### config.mk
export PLATFORM = sky130hd
export DESIGN_NAME = filter_buffer_pointer
export DESIGN_NICKNAME = d
export VERILOG_FILES = /design/src/fbp_pkg.sv /design/src/ptr_select.sv /design/src/filter_buffer_pointer.sv
export SDC_FILE = /design/constraint.sdc
export NUM_CORES = 1
export LEC_CHECK = 0
export BUFFER_PORTS_ARGS = -buffer_cell sky130_fd_sc_hd__buf_2
export CAP_MARGIN = 15
export CORE_MARGIN = 2
export CORE_UTILIZATION = 51
export DETAILED_ROUTE_END_ITERATION = 16
export PLACE_DENSITY = 0.85
export REMOVE_ABC_BUFFERS = 1
export SETUP_SLACK_MARGIN = 0.4
export SLEW_MARGIN = 25
export SYNTH_ARGS = -nofsm -noshare
export SYNTH_HDL_FRONTEND = slang
export SYNTH_SLANG_ARGS = --single-unit
export TNS_END_PERCENT = 30
### constraint.sdc
create_clock -name clk -period 4.4 [get_ports clk]
set_input_delay 0.44 -clock clk [delete_from_list [all_inputs] [get_ports clk]]
set_output_delay 0.44 -clock clk [all_outputs]
set_load 0.02 [all_outputs]
### src/fbp_pkg.sv
package fbp_pkg;

  // ==========================================================================
  // register map
  // ==========================================================================
  localparam int unsigned PTR_REG_W = 16;
  localparam int unsigned FIELD_W = 4;
  localparam int unsigned NUM_FILTERS = 4;
  localparam int unsigned SEL_W = 2;
  localparam int unsigned FIRST_FILTER = 4;
  localparam logic [7:0] PTR_REG_OFFSET = 8'h00;
  localparam logic [PTR_REG_W-1:0] PTR_REG_RESET = 16'h0000;

  // field positions, low bit of each nibble
  localparam int unsigned FILTER4_LSB = 0;
  localparam int unsigned FILTER5_LSB = 4;
  localparam int unsigned FILTER6_LSB = 8;
  localparam int unsigned FILTER7_LSB = 12;

  // pointer code that sends a hit to the receive FIFO
  localparam logic [FIELD_W-1:0] PTR_FIFO = 4'hF;

  // ==========================================================================
  // bus constants
  // ==========================================================================
  localparam int unsigned DATA_W = 32;
  localparam int unsigned STRB_W = DATA_W / 8;
  localparam int unsigned WORD_LSB = 2;
  localparam int unsigned BYTE_W = 8;
  localparam int unsigned PTR_BYTES = PTR_REG_W / BYTE_W;
  localparam logic [1:0] RESP_OKAY = 2'h0;
  localparam logic [1:0] RESP_SLVERR = 2'h2;

  // ==========================================================================
  // carriers
  // ==========================================================================
  // acceptance event from the filter logic
  typedef struct packed {
    logic valid;
    logic [SEL_W-1:0] filter;
  } hit_t;

  // destination handed to the buffer store logic
  typedef struct packed {
    logic valid;
    logic [SEL_W-1:0] filter;
    logic to_fifo;
    logic [FIELD_W-1:0] buffer;
  } route_t;

endpackage : fbp_pkg

### src/ptr_select.sv
`timescale 1ns/100ps

// ============================================================================
// pointer field selector
// ============================================================================
module ptr_select
  import fbp_pkg::*;
(
  input wire logic [PTR_REG_W-1:0] ptr_reg,
  input wire logic [SEL_W-1:0] filter,
  output logic [FIELD_W-1:0] field
);

  logic [FIELD_W-1:0] fields [NUM_FILTERS];

  // one nibble per filter, filter 4 in the low nibble
  for (genvar i = 0; i < NUM_FILTERS; i++) begin : g_field
    assign fields[i] = ptr_reg[i*FIELD_W +: FIELD_W];
  end

  assign field = fields[filter];

endmodule : ptr_select

### src/filter_buffer_pointer.sv
// Contract
// - filter 7 destination comes from pointer bits 15..12.
// - filter 6 destination comes from pointer bits 11..8.
// - filters 5 and 4 use bits 7..4 and 3..0.
// - field value all ones routes accepted messages to the receive FIFO.
// - field values 0..14 route to the fixed buffer of that index.
// - all sixteen bits read/write; reset value zero targets buffer zero.
//
// The register offsets and the AXI4-Lite interface to the registers are this design's own decisions.
`timescale 1ns/100ps

module filter_buffer_pointer
  import fbp_pkg::*;
#(
  parameter int unsigned ADDR_W = 8
) (
  input wire logic clk,
  input wire logic rst,
  // axi4-lite write address
  input wire logic [ADDR_W-1:0] s_axi_awaddr,
  input wire logic s_axi_awvalid,
  output logic s_axi_awready,
  // axi4-lite write data
  input wire logic [DATA_W-1:0] s_axi_wdata,
  input wire logic [STRB_W-1:0] s_axi_wstrb,
  input wire logic s_axi_wvalid,
  output logic s_axi_wready,
  // axi4-lite write response
  output logic [1:0] s_axi_bresp,
  output logic s_axi_bvalid,
  input wire logic s_axi_bready,
  // axi4-lite read address
  input wire logic [ADDR_W-1:0] s_axi_araddr,
  input wire logic s_axi_arvalid,
  output logic s_axi_arready,
  // axi4-lite read data
  output logic [DATA_W-1:0] s_axi_rdata,
  output logic [1:0] s_axi_rresp,
  output logic s_axi_rvalid,
  input wire logic s_axi_rready,
  // acceptance events and resulting destinations
  input wire hit_t hit,
  output route_t route,
  // live pointer register for the buffer store logic
  output logic [PTR_REG_W-1:0] filter4to7_buffer_pointer
);

  // ==========================================================================
  // elaboration checks
  // ==========================================================================
  // the word index needs at least one bit above the byte offset
  if (ADDR_W <= WORD_LSB || ADDR_W > 32) begin : g_bad_addr_w
    $error("filter_buffer_pointer: ADDR_W out of range");
  end
  if (NUM_FILTERS * FIELD_W != PTR_REG_W) begin : g_bad_layout
    $error("filter_buffer_pointer: field layout does not fill the register");
  end

  // ==========================================================================
  // write channel state
  // ==========================================================================
  logic aw_held;
  logic w_held;
  logic [ADDR_W-1:0] aw_addr;
  logic [DATA_W-1:0] w_data;
  logic [STRB_W-1:0] w_strb;

  // handshakes seen at this edge
  wire aw_take = s_axi_awvalid & s_axi_awready;
  wire w_take = s_axi_wvalid & s_axi_wready;
  wire b_done = s_axi_bvalid & s_axi_bready;
  wire ar_take = s_axi_arvalid & s_axi_arready;
  wire r_done = s_axi_rvalid & s_axi_rready;

  // write commits once both halves are in and no response is pending
  wire wr_fire = aw_held & w_held & ~s_axi_bvalid;

  // address decode ignores the byte offset within the word
  wire [ADDR_W-1:0] ptr_addr = ADDR_W'(PTR_REG_OFFSET);
  wire wr_hit = aw_addr[ADDR_W-1:WORD_LSB] == ptr_addr[ADDR_W-1:WORD_LSB];
  wire rd_hit = s_axi_araddr[ADDR_W-1:WORD_LSB] == ptr_addr[ADDR_W-1:WORD_LSB];
  wire wr_apply = wr_fire & wr_hit;

  // ==========================================================================
  // pointer register next value
  // ==========================================================================
  logic [PTR_REG_W-1:0] next_ptr;

  // byte lanes follow wstrb; lanes above bit 15 have no storage
  for (genvar b = 0; b < PTR_BYTES; b++) begin : g_lane
    assign next_ptr[b*BYTE_W +: BYTE_W] = (wr_apply & w_strb[b]) ?
      w_data[b*BYTE_W +: BYTE_W] : filter4to7_buffer_pointer[b*BYTE_W +: BYTE_W];
  end

  // ==========================================================================
  // write address and data capture
  // ==========================================================================
  // the two channels are taken independently, in either order
  always_ff @(posedge clk or posedge rst) begin
    if (rst) begin
      aw_held <= 1'b0;
      aw_addr <= '0;
    end else if (aw_take) begin
      aw_held <= 1'b1;
      aw_addr <= s_axi_awaddr;
    end else if (wr_fire) begin
      aw_held <= 1'b0;
    end
  end

  always_ff @(posedge clk or posedge rst) begin
    if (rst) begin
      w_held <= 1'b0;
      w_data <= '0;
      w_strb <= '0;
    end else if (w_take) begin
      w_held <= 1'b1;
      w_data <= s_axi_wdata;
      w_strb <= s_axi_wstrb;
    end else if (wr_fire) begin
      w_held <= 1'b0;
    end
  end

  // ready drops on capture and returns only after the response is taken,
  // so one write at a time is in flight
  always_ff @(posedge clk or posedge rst) begin
    if (rst) begin
      s_axi_awready <= 1'b0;
    end else if (aw_take) begin
      s_axi_awready <= 1'b0;
    end else if (~aw_held & ~s_axi_bvalid) begin
      s_axi_awready <= 1'b1;
    end
  end

  always_ff @(posedge clk or posedge rst) begin
    if (rst) begin
      s_axi_wready <= 1'b0;
    end else if (w_take) begin
      s_axi_wready <= 1'b0;
    end else if (~w_held & ~s_axi_bvalid) begin
      s_axi_wready <= 1'b1;
    end
  end

  // ==========================================================================
  // write response
  // ==========================================================================
  always_ff @(posedge clk or posedge rst) begin
    if (rst) begin
      s_axi_bvalid <= 1'b0;
      s_axi_bresp <= RESP_OKAY;
    end else if (wr_fire) begin
      s_axi_bvalid <= 1'b1;
      s_axi_bresp <= wr_hit ? RESP_OKAY : RESP_SLVERR; // unmapped writes are dropped
    end else if (b_done) begin
      s_axi_bvalid <= 1'b0;
    end
  end

  // ==========================================================================
  // pointer register
  // ==========================================================================
  always_ff @(posedge clk or posedge rst) begin
    if (rst) begin
      filter4to7_buffer_pointer <= PTR_REG_RESET;
    end else begin
      filter4to7_buffer_pointer <= next_ptr;
    end
  end

  // ==========================================================================
  // read channel
  // ==========================================================================
  // upper sixteen bits have no storage and read as zero
  wire [DATA_W-1:0] rd_word = rd_hit ? DATA_W'(filter4to7_buffer_pointer) : '0;

  always_ff @(posedge clk or posedge rst) begin
    if (rst) begin
      s_axi_arready <= 1'b0;
    end else if (ar_take) begin
      s_axi_arready <= 1'b0;
    end else if (~s_axi_rvalid) begin
      s_axi_arready <= 1'b1;
    end
  end

  // data is captured at the address edge, so it holds steady under stall
  always_ff @(posedge clk or posedge rst) begin
    if (rst) begin
      s_axi_rvalid <= 1'b0;
      s_axi_rdata <= '0;
      s_axi_rresp <= RESP_OKAY;
    end else if (ar_take) begin
      s_axi_rvalid <= 1'b1;
      s_axi_rdata <= rd_word;
      s_axi_rresp <= rd_hit ? RESP_OKAY : RESP_SLVERR;
    end else if (r_done) begin
      s_axi_rvalid <= 1'b0;
    end
  end

  // ==========================================================================
  // destination lookup
  // ==========================================================================
  logic [FIELD_W-1:0] hit_field;

  // selector maps filter 4 to bits 3..0 up to filter 7 at bits 15..12
  ptr_select u_ptr_select (
    .ptr_reg(filter4to7_buffer_pointer),
    .filter(hit.filter),
    .field(hit_field)
  );

  // all ones means FIFO; any other code is the fixed buffer index itself
  wire hit_to_fifo = hit_field == PTR_FIFO;
  wire [FIELD_W-1:0] hit_buffer = hit_to_fifo ? '0 : hit_field;

  // the register value before any write at this same edge is used, so a
  // write only steers hits accepted after it has landed
  always_ff @(posedge clk or posedge rst) begin
    if (rst) begin
      route <= '0;
    end else begin
      route.valid <= hit.valid;
      route.filter <= hit.valid ? hit.filter : route.filter;
      route.to_fifo <= hit.valid ? hit_to_fifo : route.to_fifo;
      route.buffer <= hit.valid ? hit_buffer : route.buffer;
    end
  end

endmodule : filter_buffer_pointer

Word-level counts from Yosys, hierarchy flattened
Index checks and enable logic that the tools add are counted.

Input port bits: 62. Bits in registers: 93.

Reduce and logical (&&, ||, !) cells: 8. Magnitude comparators: 1. Eq/ne operators: 2. Muxes and demuxes: 20. Bitwise logic cells: 16.

Operators by type and width (number): $mux W16 (1); $mux W1 (13); $and A1 B1 Y1 (12); $logic_not A6 Y1 (2); $mux W4 (3); $reduce_bool A2 Y1 (6); $bmux W4 S2 (1); $eq A4 B4 Y1 const B (1); $mux W2 (2); $ge A3 B3 Y1 const B (1); $not A1 Y1 (3); $not A2 Y3 (1); $ne A2 B1 Y1 const B (1).

Depth between registers and ports, before layout
Gate-level depths: netlist of the first run.

Depth after elaboration: 6. Gate-level depth with buffers: 4. Depth with buffers taken out: 3.

Modules after synthesis
A second synthesis of the first run with hierarchy kept.

Cells, all modules: 207. Area, all modules: 2997.9 sq um.

Modules (own cells, without submodules): filter_buffer_pointer (area each 2892.8 sq um, seq. area each 1826.8 sq um, times used 1, cells each 203); ptr_select (area each 105.1 sq um, seq. area each 0.0 sq um, times used 1, cells each 4).

Worst setup path after synthesis of the first run
Ideal clock, no wire load.

Path kind: in2reg. Start: in s_axi_araddr[2]. End: reg s_axi_rdata[0]. Stages: 4. Slack: 2.689 ns. Library setup time: 0.064 ns. Arrival: 1.647 ns. Cell sequence: or4_4 > nor4_4 > buf_6 > a22o_2.

Word-level cells in the longest chain between the ends: 2.

RTL lines: start: declaration (line filter_buffer_pointer.sv:33) `input wire logic [ADDR_W-1:0] s_axi_araddr,`; $logic_not A6 Y1 (line filter_buffer_pointer.sv:81) `wire rd_hit = s_axi_araddr[ADDR_W-1:WORD_LSB] == ptr_addr[ADDR_W-1:WORD_LSB];`; $mux W16 (line filter_buffer_pointer.sv:177) `wire [DATA_W-1:0] rd_word = rd_hit ? DATA_W'(filter4to7_buffer_pointer) : '0;`; end signal: assignment (line filter_buffer_pointer.sv:197) `s_axi_rdata <= rd_word;`; end: declaration (line filter_buffer_pointer.sv:37) `output logic [DATA_W-1:0] s_axi_rdata,`.

No other way between the ends. A chain may end at the register's enable or synchronous reset.

Worst setup path in the final report of the first run
Start: reg s_axi_arready. End: reg s_axi_rdata[5].

Word-level cells in the longest chain between the ends: 1.

RTL lines: start: declaration (line filter_buffer_pointer.sv:35) `output logic s_axi_arready,`; start signal: assignment (line filter_buffer_pointer.sv:181) `s_axi_arready <= 1'b0;`; start signal: assignment (line filter_buffer_pointer.sv:183) `s_axi_arready <= 1'b0;`; start signal: assignment (line filter_buffer_pointer.sv:185) `s_axi_arready <= 1'b1;`; $and A1 B1 Y1 (line filter_buffer_pointer.sv:72) `wire ar_take = s_axi_arvalid & s_axi_arready;`.

No other way between the ends.

==> results of run 1 <==
## logic make-up (layout without fill, tap and decap cells)
family / count (synthesis) / after routing / share of synthesized area
flops: 73 / 73 / 0.611
mux: 47 / 47 / 0.192
buf+inv: 33 / 112 / 0.0666
compound gates: 29 / 29 / 0.0779
simple gates: 24 / 24 / 0.0511
other cells: 1 / 18 / 0.00126
## worst paths after layout
check	slack (ns)	end	cells after the start
setup / recovery	2.38	s_axi_rdata[5]	3
setup reg to reg	2.38	s_axi_rdata[5]	3
max in group asynchronous	3.30	s_axi_rdata[0]	3
hold / removal	0.12	w_data[12]	2
min in group clk	0.27	s_axi_rvalid	2
hold reg to reg	0.50	s_axi_rdata[7]	1
## synthesized netlist by cell type (all sizes together)
cell and n:
a21o 1, a21oi 1, a22o 16, a31oi 1, and3 4, and3b 1
buf 19, clkbuf 5, conb 1, dfrtp 73, inv 9, mux2 42
mux2i 1, mux4 4, nand2 8, nand4 3, nor2 5, nor4 2
o21a 3, o21ai 3, o22ai 4, or4 1
## sequential cells by signal (all words and copies together) (netlist names)
register / flops
aw_addr: 6
s_axi_rdata: 16
route: 8
filter4to7_buffer_pointer: 16
s_axi_bvalid: 1
s_axi_bresp: 1
s_axi_rresp: 1
s_axi_arready: 1
s_axi_wready: 1
s_axi_awready: 1
w_held: 1
w_data: 16
s_axi_rvalid: 1
w_strb: 2
aw_held: 1
## per-layer routing
layer / vias up / global-route usage / share of wire
met5: - / 0 / 0
met4: 0 / 0.102 / 0.020
met3: 11 / 0.0416 / 0.057
met2: 68 / 0.312 / 0.50
met1: 986 / 0.246 / 0.42
li1: 893 / - / -
## layout make-up
| type | instances | area, um^2 |
|---|---|---|
| Timing Repair Buffer | 87 | 438 |
| Clock inverter | 7 | 71.3 |
| Clock buffer | 9 | 124 |
| Sequential cell | 73 | 1830 |
| Inverter | 9 | 33.8 |
| Multi-Input combinational cell | 118 | 1030 |
| Fill cell | 434 | 1960 |
| Tap cell | 72 | 90.1 |
## critical path, cell delays in order (launching register included)
cell,delay (ns)
dfrtp_1,0.40
nand2_1,0.43
nor4_4,0.86
a22o_2,0.26
## stage by stage
stage / setup WS [ns] / hold WS, ns
3_3_place_gp: 2.22 / 0.474
5_1_grt: 2.17 / 0.180
4_1_cts: 2.34 / 0.132
3_5_place_dp: 2.18 / 0.486
2_1_floorplan: 2.11 / 0.471
6_report: 2.38 / 0.122
## report_power, final
group / total [uW] / switching (uW) / internal (uW)
logic: 588 / 319 / 270
clock network: 509 / 249 / 260
registers: 1030 / 149 / 881
==> load_flow_metrics.sql, run 1 <==
INSERT INTO impl_metrics (metric_group, metric, value, unit) VALUES
('outcome', 'outcome', 'finished, final reports clean', ''),
('place', 'placement.io_buffers', '86', ''),
('clock_tree', 'cts_root_buffer', 'clkbuf_8', ''),
('critical_path', 'crit_path_start', 's_axi_arready', ''),
('grt', 'total_global_routing_overflow', '0', ''),
('floorplan', 'die_width', '80.5', 'um'),
('critical_path', 'cp.required', '4.68', 'ns'),
('grt', 'grt_max_degree', '48', ''),
('worst_hold_path', 'holdCritPathClass', 'in -> async', ''),
('sta', 'rsz0062_at_grt', 'no', ''),
('floorplan', 'start_util', '0.536', ''),
('finish', 'layout_common_cells', '86 x buf_2, 73 x dfrtp_1, 42 x mux2_2', ''),
('sta', 'setup_viol', '0', ''),
('sta', 'hold_viol_final', '0', ''),
('clock_tree', 'clockBufferDepth', '2', ''),
('critical_path', 'worst_setup_path_start_kind', 'flip-flop', ''),
('floorplan', 'num_rows', '27', ''),
('run', 'maxCapViolations', '0', ''),
('clock_tree', 'tritoncts.num_buffers', '9', ''),
('grt', 'track_usage', '0.194', ''),
('finish', 'antenna-diode-count', '0', ''),
('clock_tree', 'cts-hold-fix-buffers', '0', ''),
('finish', 'area.growth.synth_to_final', '20.8', '%'),
('finish', 'stdcell_area', '3610', 'um^2'),
('sta', 'slew-limit-headroom', '0.375', ''),
('synthesis', 'post_synth_inst_count', '207', ''),
('pwr', 'ir_worst_vdd', '0.000354', 'V'),
('sta', 'period_needed', '2.02', 'ns'),
('floorplan', 'floorplan.io_pins', '127', ''),
('route', 'dr.pass1.iters', '4', ''),
('floorplan', 'die_outline_area', '6490', 'um^2'),
('route', 'drt_iter0_drc', '97', ''),
('synthesis', 'area_of_the_mapped_netlist', '2990', 'um^2'),
('finish', 'post-route-util', '0.648', ''),
('pwr', 'power-per-cell-area', '589', 'nW/um^2'),
('floorplan', 'area_inside_the_core_boundary', '5570', 'um^2'),
('sta', 'worst_slew_pin_slew', '0.930', 'ns'),
('grt', 'antenna_violations_before_repair', '0', ''),
('pwr', 'static-leakage-power', '0.00190', 'uW'),
('critical_path', 'crit_arrival', '2.30', 'ns'),
('clock_tree', 'cts_num_sinks', '73', ''),
('critical_path', 'path_max_fanout', '19', ''),
('finish', 'finish.net_count', '360', ''),
('grt', 'vias_in_the_first_global_route', '1889', ''),
('finish', 'mostFrequentLayoutCell', 'buf_2', ''),
('route', 'postRouteWirelength', '5.82', 'mm'),
('synthesis', 'netlist.top_cell.by_area', 'dfrtp_1', ''),
('route', 'ant_nets', '0', ''),
('finish', 'layoutNonFillerInstCount', '375', ''),
('place', 'dpl-instance-area', '3410', 'um^2'),
('route', 'avgViaCountPerCell', '5.22', ''),
('synthesis', 'synth_top_cell_area_share', '0.611', ''),
('floorplan', 'floorplan.die.height', '80.5', 'um'),
('synthesis', 'post_synth_num_cell_types', '26', ''),
('synthesis', 'seq_area_frac_synth', '0.611', ''),
('sta', 'fin_crit_sh', '0.460', ''),
('synthesis', 'synth.ff_latch_count', '73', ''),
('route', 'drc_viols', '0', ''),
('clock_tree', 'clk_pin_slew', '0.08', 'ns'),
('synthesis', 'mean_area_per_synthesized_cell', '14.4', 'um^2'),
('place', 'place.detailed.instances', '359', ''),
('critical_path', 'worstSetupEndpointType', 'flip-flop', ''),
('place', 'gp_congestion', '0.800', ''),
('clock_tree', 'tritoncts', 'yes', ''),
('route', 'dr_total_vias', '1958', ''),
('clock_tree', 'worst_skew_pair.late_latency', '0.35', 'ns'),
('route', 'wl_per_cell', '15.5', 'um'),
('pwr', 'p_total', '2130', 'uW'),
('grt', 'grt_first_pass_wirelength', '9.32', 'mm'),
('sta', 'worst_clock_skew', '0.0102', 'ns'),
('synthesis', 'warning_count_from_the_yosys_run', '0', ''),
('synthesis', 'synth_area_leaders', 'dfrtp_1 61%, mux2_2 16%, buf_4 4.5%', ''),
('finish', 'final_layout_size_suffix_gt1_frac', '0.538', ''),
('sta', 'clock.fmax', '494', 'MHz'),
('clock_tree', 'cts.repair_timing.setup_buffer_count', '0', ''),
('sta', 'tns', '0', 'ns'),
('critical_path', 'worst_r2r_startpoint', 's_axi_arready', ''),
('sta', 'final_max_slew_viol_count', '0', ''),
('clock_tree', 'h-tree-depth', '3', ''),
('place', 'hpwl', '4.29', 'mm'),
('clock_tree', 'cts.repair.resized', '0', ''),
('critical_path', 'critical_path_class', 'reg -> reg', '');
Note: power is estimated with default switching activity, not from simulation.
==> inputs of run 2 (changes only) <==
CORE_UTILIZATION = 47   (was 51)
PLACE_DENSITY = 0.79   (was 0.85)
clock period = 2 ns   (was 4.4 ns; I/O delays follow)
==> run 2 against run 1 <==
  * Combinational power increased by 130%
  * Wire length is essentially flat
  * Highest routed layer unchanged
  * Critical endpoint is now filter4to7_buffer_pointer[2]
  * Largest power group unchanged
  * Critical path depth is the same
==> load_flow_metrics.sql, run 2 (same netlist as run 1, synthesis figures left out) <==
INSERT INTO impl_metrics (metric_group, metric, value, unit) VALUES
('route', 'ant_nets', '0', ''),
('finish', 'layout_common_cells', '86 x buf_2, 73 x dfrtp_1, 41 x mux2_2', ''),
('run', 'maxCapViolations', '0', ''),
('finish', 'filler_cell_count', '537', ''),
('clock_tree', 'clockBufferDepth', '2', ''),
('sta', 'fin_crit_sh', '0.767', ''),
('critical_path', 'worstSetupEndpointType', 'flip-flop', ''),
('clock_tree', 'tritoncts.num_buffers', '9', ''),
('place', 'dpl-instance-area', '3470', 'um^2'),
('critical_path', 'path_cells', 'nor2_1, nand4_4, mux2_4', ''),
('finish', 'stdcell_area', '3680', 'um^2'),
('finish', 'finish.net_count', '366', ''),
('finish', 'multi_input_comb_area', '1050', 'um^2'),
('critical_path', 'cp.required', '2.22', 'ns'),
('floorplan', 'die_outline_area', '7010', 'um^2'),
('floorplan', 'die_width', '83.7', 'um'),
('pwr', 'p_total', '4620', 'uW'),
('sta', 'rsz0062_at_grt', 'no', ''),
('sta', 'period_needed', '1.53', 'ns'),
('sta', 'hold_viol_final', '0', ''),
('sta', 'setup_viol', '0', ''),
('floorplan', 'num_rows', '29', ''),
('critical_path', 'worst_setup_path_start_kind', 'flip-flop', ''),
('sta', 'tns', '0', 'ns'),
('sta', 'final_max_slew_viol_count', '0', ''),
('grt', 'antenna_violations_before_repair', '0', ''),
('place', 'hpwl', '4.19', 'mm'),
('route', 'dr_total_vias', '1929', ''),
('floorplan', 'floorplan.die.height', '83.7', 'um'),
('route', 'wl_per_cell', '15.1', 'um'),
('grt', 'total_global_routing_overflow', '0', ''),
('grt', 'grt_first_pass_wirelength', '9.66', 'mm'),
('pwr', 'cell_internal_power', '3040', 'uW'),
('outcome', 'outcome', 'finished, final reports clean', ''),
('grt', 'track_usage', '0.180', ''),
('critical_path', 'critical_path_class', 'reg -> reg', ''),
('route', 'avgViaCountPerCell', '5.00', ''),
('grt', 'grt_max_degree', '31', ''),
('clock_tree', 'cts_num_sinks', '73', ''),
('finish', 'final_layout_size_suffix_gt1_frac', '0.547', ''),
('critical_path', 'crit_arrival', '1.76', 'ns'),
('route', 'dr.pass1.iters', '4', ''),
('route', 'drt_iter0_drc', '59', ''),
('pwr', 'switching_share', '0.341', ''),
('finish', 'sequential_cell_area', '1830', 'um^2'),
('clock_tree', 'clk_pin_slew', '0.08', 'ns'),
('critical_path', 'cp_slowest_cell', 'dfrtp_1', ''),
('sta', 'clock.fmax', '652', 'MHz'),
('finish', 'biggestRegsByFlops', 'filter4to7_buffer_pointer: 16 flops, s_axi_rdata: 16 flops, w_data: 16 flops', ''),
('worst_hold_path', 'holdCritPathClass', 'in -> reg', ''),
('pwr', 'power.net_switching', '1570', 'uW'),
('clock_tree', 'cts_root_buffer', 'clkbuf_8', ''),
('place', 'gp_congestion', '0.794', ''),
('route', 'drc_viols', '0', ''),
('worst_hold_path', 'hold_path_depth', '2', ''),
('finish', 'mostFrequentLayoutCell', 'buf_2', ''),
('sta', 'worst_clock_skew', '0.00706', 'ns'),
('pwr', 'pwr-share-clk', '0.217', ''),
('grt', 'vias_in_the_first_global_route', '1945', ''),
('floorplan', 'floorplan.io_pins', '127', ''),
('pwr', 'static-leakage-power', '0.00193', 'uW'),
('pwr', 'share_seq_of_total_power', '0.492', ''),
('critical_path', 'critPathMaxStageDelay', '0.38', 'ns'),
('clock_tree', 'h-tree-depth', '3', ''),
('clock_tree', 'tritoncts', 'yes', ''),
('place', 'placement.io_buffers', '86', ''),
('critical_path', 'length_in_cells_of_the_worst_reg_to_reg_path', '3', ''),
('finish', 'area.growth.synth_to_final', '23.2', '%'),
('pwr', 'ir_worst_vdd', '0.000948', 'V'),
('floorplan', 'start_util', '0.479', ''),
('finish', 'antenna-diode-count', '0', ''),
('route', 'postRouteWirelength', '5.83', 'mm'),
('floorplan', 'area_inside_the_core_boundary', '6240', 'um^2'),
('pwr', 'power-per-cell-area', '1250', 'nW/um^2'),
('critical_path', 'path_max_fanout', '8', ''),
('clock_tree', 'worst_skew_pair.late_latency', '0.34', 'ns'),
('pwr', 'share_comb_of_total_power', '0.290', '');
## run 2: changes by cell type in the layout (fill, tap and decap cells not counted), moves of 2 or more
cell | before | now
clkinvlp_4 | 3 | 1
nand4_2 | 2 | 0
buf_4 | 1 | 5
nand4_4 | 0 | 2
## run 2: timing repair
| action | 4_1_cts | 5_1_grt |
|---|---|---|
| pin swaps | 0 | 1 |
| endpoints found under the setup margin | 16 | 16 |
| resized for setup | 1 | 4 |
| setup buffers | 0 | 0 |
| endpoints found under the hold margin | 20 | 0 |
| hold buffers | 1 | 0 |
## run 2: final timing paths
kind / start / to / slack [ns]
setup / recovery: aw_addr[7] / filter4to7_buffer_pointer[2] / 0.47
hold / removal: s_axi_rready / s_axi_rvalid / 0.02
setup reg to reg: aw_addr[7] / filter4to7_buffer_pointer[2] / 0.47
hold reg to reg: w_data[6] / filter4to7_buffer_pointer[6] / 0.50
max in group asynchronous: rst / filter4to7_buffer_pointer[7] / 0.92
min in group asynchronous: rst / w_data[5] / 0.41
## run 2: critical path, delay by kind of cell (launching register included)
family	cells	cell delay [ns]
mux	1	0.36
simple gates	2	0.66
flops	1	0.38
## run 2: final cells by class
type / instances / area share
tap: 77 / 0.0262
timing repair buffer: 93 / 0.135
multi-input combinational: 118 / 0.286
clock inverter: 5 / 0.00849
sequential: 73 / 0.496
clock buffer: 11 / 0.0384
inverter: 9 / 0.00917
## run 2: metrics by stage
step                       util  instances  setup WS, ns  hold slack (ns)
after CTS                 0.587        386         0.320          0.00538
final                     0.590        386         0.466           0.0206
after global routing      0.590        386         0.384           0.0147
after detailed placement  0.556        369         0.335            0.237
after floorplan               -        200       -0.0533            0.231
after global placement    0.556        369         0.347            0.238
## run 2: metal layers
| layer | wire [um] | vias to the layer above | share of wire | track usage |
|---|---|---|---|---|
| met2 | 2960 | 64 | 0.51 | 0.295 |
| met1 | 2380 | 947 | 0.41 | 0.219 |
| met5 | 0 | - | 0 | 0 |
| met3 | 317 | 15 | 0.054 | 0.0485 |
| li1 | - | 903 | - | - |
| met4 | 167 | 0 | 0.029 | 0.0938 |
## run 2: power by group through the flow
stage | Clock, uW | Sequential (uW) | Combinational, uW
final | 1000 | 2270 | 1340
after global routing | 1100 | 2340 | 1460
after CTS | 1040 | 2260 | 1340
after detailed placement | 0 | 2280 | 1330
after global placement | 0 | 2250 | 1280
after floorplan | 0 | 2430 | 691
==> inputs of run 3 (changes only) <==
ABC_AREA = 1   (was not set)
CORE_UTILIZATION = 43   (was 47)
PLACE_DENSITY = 0.75   (was 0.79)
clock period = 1.3 ns   (was 2 ns; I/O delays follow)
==> run 3 against run 2 <==
  * Critical endpoint is now filter4to7_buffer_pointer[7]
  * Register-to-register slack lost 0.42 ns
  * Die area up 15%
  * Final cell count increased by 47%
  * Total power up 64%
  * Sequential share of layout area shrank 11 points
  * Global-route usage is 1.6 points higher
  * Synthesized cell count is 63% higher
  * Wire length up 39%
==> load_flow_metrics.sql, run 3 <==
INSERT INTO impl_metrics (metric_group, metric, value, unit) VALUES
('clock_tree', 'cts_root_buffer', 'clkbuf_8', ''),
('synthesis', 'yosys.area_share.adder', '0', ''),
('critical_path', 'crit_path_start', 'aw_addr[3]', ''),
('route', 'drt_iter0_drc', '122', ''),
('route', 'wl_per_cell', '14.3', 'um'),
('route', 'routed-wl-met3', '477', 'um'),
('synthesis', 'muxShareOfSynthArea', '0.0642', ''),
('sta', 'worst_slack', '0.0456', 'ns'),
('finish', 'filler_cell_count', '549', ''),
('clock_tree', 'h-tree-depth', '3', ''),
('finish', 'layout_common_cells', '90 x nand2_1, 72 x dfrtp_1, 50 x buf_6', ''),
('finish', 'finish.net_count', '526', ''),
('route', 'wl_met2', '4.21', 'mm'),
('place', 'placement.io_buffers', '86', ''),
('sta', 'period_needed', '1.25', 'ns'),
('sta', 'rsz0062_at_grt', 'yes', ''),
('grt', 'antenna_violations_before_repair', '0', ''),
('place', 'gp_congestion', '0.783', ''),
('floorplan', 'floorplan.die.height', '89.7', 'um'),
('finish', 'mostFrequentLayoutCell', 'nand2_1', ''),
('synthesis', 'post_synth_inst_count', '338', ''),
('critical_path', 'worst-r2r-setup-slack', '0.05', 'ns'),
('synthesis', 'asyncSetResetFlopFracSynth', '1.00', ''),
('outcome', 'outcome', 'finished, final reports clean', ''),
('place', 'detailedPlace.worstSlack', '-0.0926', 'ns'),
('synthesis', 'mean_area_per_synthesized_cell', '9.34', 'um^2'),
('pwr', 'static-leakage-power', '0.00253', 'uW'),
('floorplan', 'die_width', '89.7', 'um'),
('finish', 'final_layout_size_suffix_gt1_frac', '0.443', ''),
('route', 'drc_viols', '0', ''),
('synthesis', 'synth_xor_xnor_area_share', '0', ''),
('critical_path', 'worstSetupEndpointType', 'flip-flop', ''),
('synthesis', 'synth.ff_latch_count', '73', ''),
('pwr', 'cell_internal_power', '5080', 'uW'),
('clock_tree', 'clockBufferDepth', '2', ''),
('floorplan', 'floorplan.io_pins', '127', ''),
('pwr', 'power-per-cell-area', '1600', 'nW/um^2'),
('synthesis', 'post_synth_num_cell_types', '20', ''),
('sta', 'clock.fmax', '797', 'MHz'),
('synthesis', 'synthesized_area_fraction_occupied_by_ao_oa_aoi_and_oai_cells', '0.0301', ''),
('pwr', 'share_seq_of_total_power', '0.435', ''),
('sta', 'final_max_slew_viol_count', '0', ''),
('route', 'postRouteWirelength', '8.11', 'mm'),
('critical_path', 'critical_path_class', 'reg -> reg', ''),
('pwr', 'power.net_switching', '2500', 'uW'),
('finish', 'area.growth.synth_to_final', '50.1', '%'),
('synthesis', 'combinational_family_with_the_most_area_after_synthesis', 'simple AND/OR/NAND/NOR gates', ''),
('worst_hold_path', 'holdCritPathClass', 'in -> reg', ''),
('finish', 'biggestRegsByFlops', 'filter4to7_buffer_pointer: 16 flops, s_axi_rdata: 16 flops, w_data: 16 flops', ''),
('clock_tree', 'cts_num_sinks', '73', ''),
('synthesis', 'netlist.top_cell.by_area', 'dfrtp_1', ''),
('clock_tree', 'worst_skew_pair.late_latency', '0.35', 'ns'),
('floorplan', 'start_util', '0.440', ''),
('place', 'hpwl', '5.07', 'mm'),
('critical_path', 'worst_setup_path_start_kind', 'flip-flop', ''),
('synthesis', 'edff_count_synth', '0', ''),
('pwr', 'switching_share', '0.330', ''),
('synthesis', 'area_of_the_mapped_netlist', '3160', 'um^2'),
('sta', 'hold_viol_final', '0', ''),
('grt', 'grt_max_degree', '32', ''),
('sta', 'tns', '0', 'ns'),
('synthesis', 'yosys-top-cells-count', '124 x nand2_1, 73 x dfrtp_1, 26 x inv_1', ''),
('run', 'maxCapViolations', '0', ''),
('synthesis', 'seq_area_frac_synth', '0.579', ''),
('sta', 'setup_viol', '0', ''),
('synthesis', 'synth-main-ff-cell', 'dfrtp_1', ''),
('sta', 'fin_crit_sh', '0.965', ''),
('sta', 'worst_clock_skew', '0.00867', 'ns'),
('pwr', 'pwr-share-clk', '0.238', ''),
('critical_path', 'regToRegEndpoint', 'filter4to7_buffer_pointer[7]', ''),
('critical_path', 'cp.required', '1.53', 'ns'),
('synthesis', 'synth_area_leaders', 'dfrtp_1 58%, nand2_1 15%, mux2_2 6.4%', ''),
('route', 'avgViaCountPerCell', '4.75', ''),
('clock_tree', 'clk_pin_slew', '0.08', 'ns'),
('critical_path', 'length_in_cells_of_the_worst_reg_to_reg_path', '7', ''),
('route', 'dr_total_vias', '2699', ''),
('critical_path', 'crit_arrival', '1.49', 'ns'),
('grt', 'total_global_routing_overflow', '0', ''),
('synthesis', 'synth_simple_gate_area_frac', '0.232', ''),
('critical_path', 'path_max_fanout', '8', ''),
('floorplan', 'area_inside_the_core_boundary', '7180', 'um^2'),
('clock_tree', 'tritoncts', 'yes', ''),
('route', 'ant_nets', '0', ''),
('pwr', 'ir_worst_vdd', '0.00128', 'V'),
('floorplan', 'die_outline_area', '8040', 'um^2'),
('route', 'm1WireLength', '3.29', 'mm'),
('synthesis', 'post-synth-top-count-cell', 'nand2_1', ''),
('grt', 'track_usage', '0.196', ''),
('clock_tree', 'tritoncts.num_buffers', '9', ''),
('synthesis', 'synth_top_cell_area_share', '0.579', ''),
('floorplan', 'num_rows', '31', ''),
('grt', 'vias_in_the_first_global_route', '2483', ''),
('route', 'dr.pass1.iters', '4', ''),
('route', 'routed.top_layer', 'met4', ''),
('finish', 'antenna-diode-count', '0', ''),
('critical_path', 'end_point_of_the_critical_path', 'filter4to7_buffer_pointer[7]', ''),
('synthesis', 'warning_count_from_the_yosys_run', '0', ''),
('pwr', 'share_comb_of_total_power', '0.327', ''),
('critical_path', 'worst_r2r_startpoint', 'aw_addr[3]', ''),
('grt', 'grt_first_pass_wirelength', '11.8', 'mm');
==> run 3: changes by cell type in the layout (fill, tap and decap cells not counted), sizes merged, moves of 6 or more <==
| cell | before | now |
|---|---|---|
| a21oi | 1 | 10 |
| dlygate4sd3 | 1 | 9 |
| nor2 | 5 | 21 |
| a22o | 16 | 0 |
| inv | 9 | 26 |
| buf | 92 | 116 |
| mux2 | 42 | 18 |
| nand4 | 3 | 17 |
| nand3 | 0 | 6 |
| nand2 | 8 | 126 |
| o21ai | 3 | 9 |
==> run 3: what timing repair did <==
action,in CTS,in global routing
gates cloned,4,1
hold endpoints to repair,19,1
gates resized for setup,24,151
hold buffers,8,1
setup buffers,9,5
endpoints found under the setup margin,115,116
pin swaps,6,20
==> run 3: worst max-delay path, cell delays in order, from the launching register on <==
cell and delay (ns):
dfrtp_1 0.38, inv_2 0.05, nand4_1 0.14, nor2_4 0.13, buf_12 0.14, nand3_4 0.13, nand2_1 0.10, nand2_1 0.06
==> run 3: worst min-delay path by stage <==
stage / slack, ns / cells past startpoint / from / end
6_report: 0.02 / 2 / s_axi_wstrb[0] / w_strb[0]
5_1_grt: 0.006 / 2 / s_axi_wstrb[0] / w_strb[0]
2_1_floorplan: 0.16 / 0 / hit[2] / route[7]
4_1_cts: 0.005 / 2 / s_axi_wdata[2] / w_data[2]
3_5_place_dp: 0.12 / 2 / rst / s_axi_wready
3_3_place_gp: 0.11 / 2 / rst / s_axi_wready
==> run 3: metrics by stage <==
stage	total power, uW	hold WS, ns	util	area [um^2]	cells
finish	7580	0.0169	0.660	4740	568
global placement	4700	0.111	0.517	3710	524
global route	7990	0.00645	0.660	4740	568
detailed placement	4800	0.120	0.517	3710	524
floorplan	4170	0.161	-	3030	327
CTS	6850	0.00493	0.587	4220	561
==> run 3: kinds of logic after synthesis <==
kind of cell,Yosys count
other,1
multiplexers,18
buffers and inverters,55
AND/OR/NAND/NOR,172
flip-flops,73
AO/OA/AOI/OAI,19
==> run 3: metal layers <==
metal	up-vias	GRT usage
met2	105	0.330
met5	-	0
met3	12	0.0494
met1	1295	0.244
met4	0	0.0719
li1	1287	-
==> run 3: final cells by class <==
cell class                      count  area (um^2)  area share
Tap cell                           99          124      0.0261
Clock inverter                      6         67.6      0.0143
Multi-Input combinational cell    227         1350       0.284
Timing Repair Buffer              126         1130       0.239
Clock buffer                       10          138      0.0291
Sequential cell                    73         1830       0.386
Inverter                           27          101      0.0214
==> run 3: power groups by stage <==
| stage | registers, uW | logic, uW | clock network, uW |
|---|---|---|---|
| after floorplan | 3280 | 889 | 0 |
| final | 3290 | 2480 | 1800 |
| after global placement | 3180 | 1520 | 0 |
| after global routing | 3360 | 2680 | 1950 |
| after detailed placement | 3220 | 1590 | 0 |
| after CTS | 3180 | 1830 | 1840 |
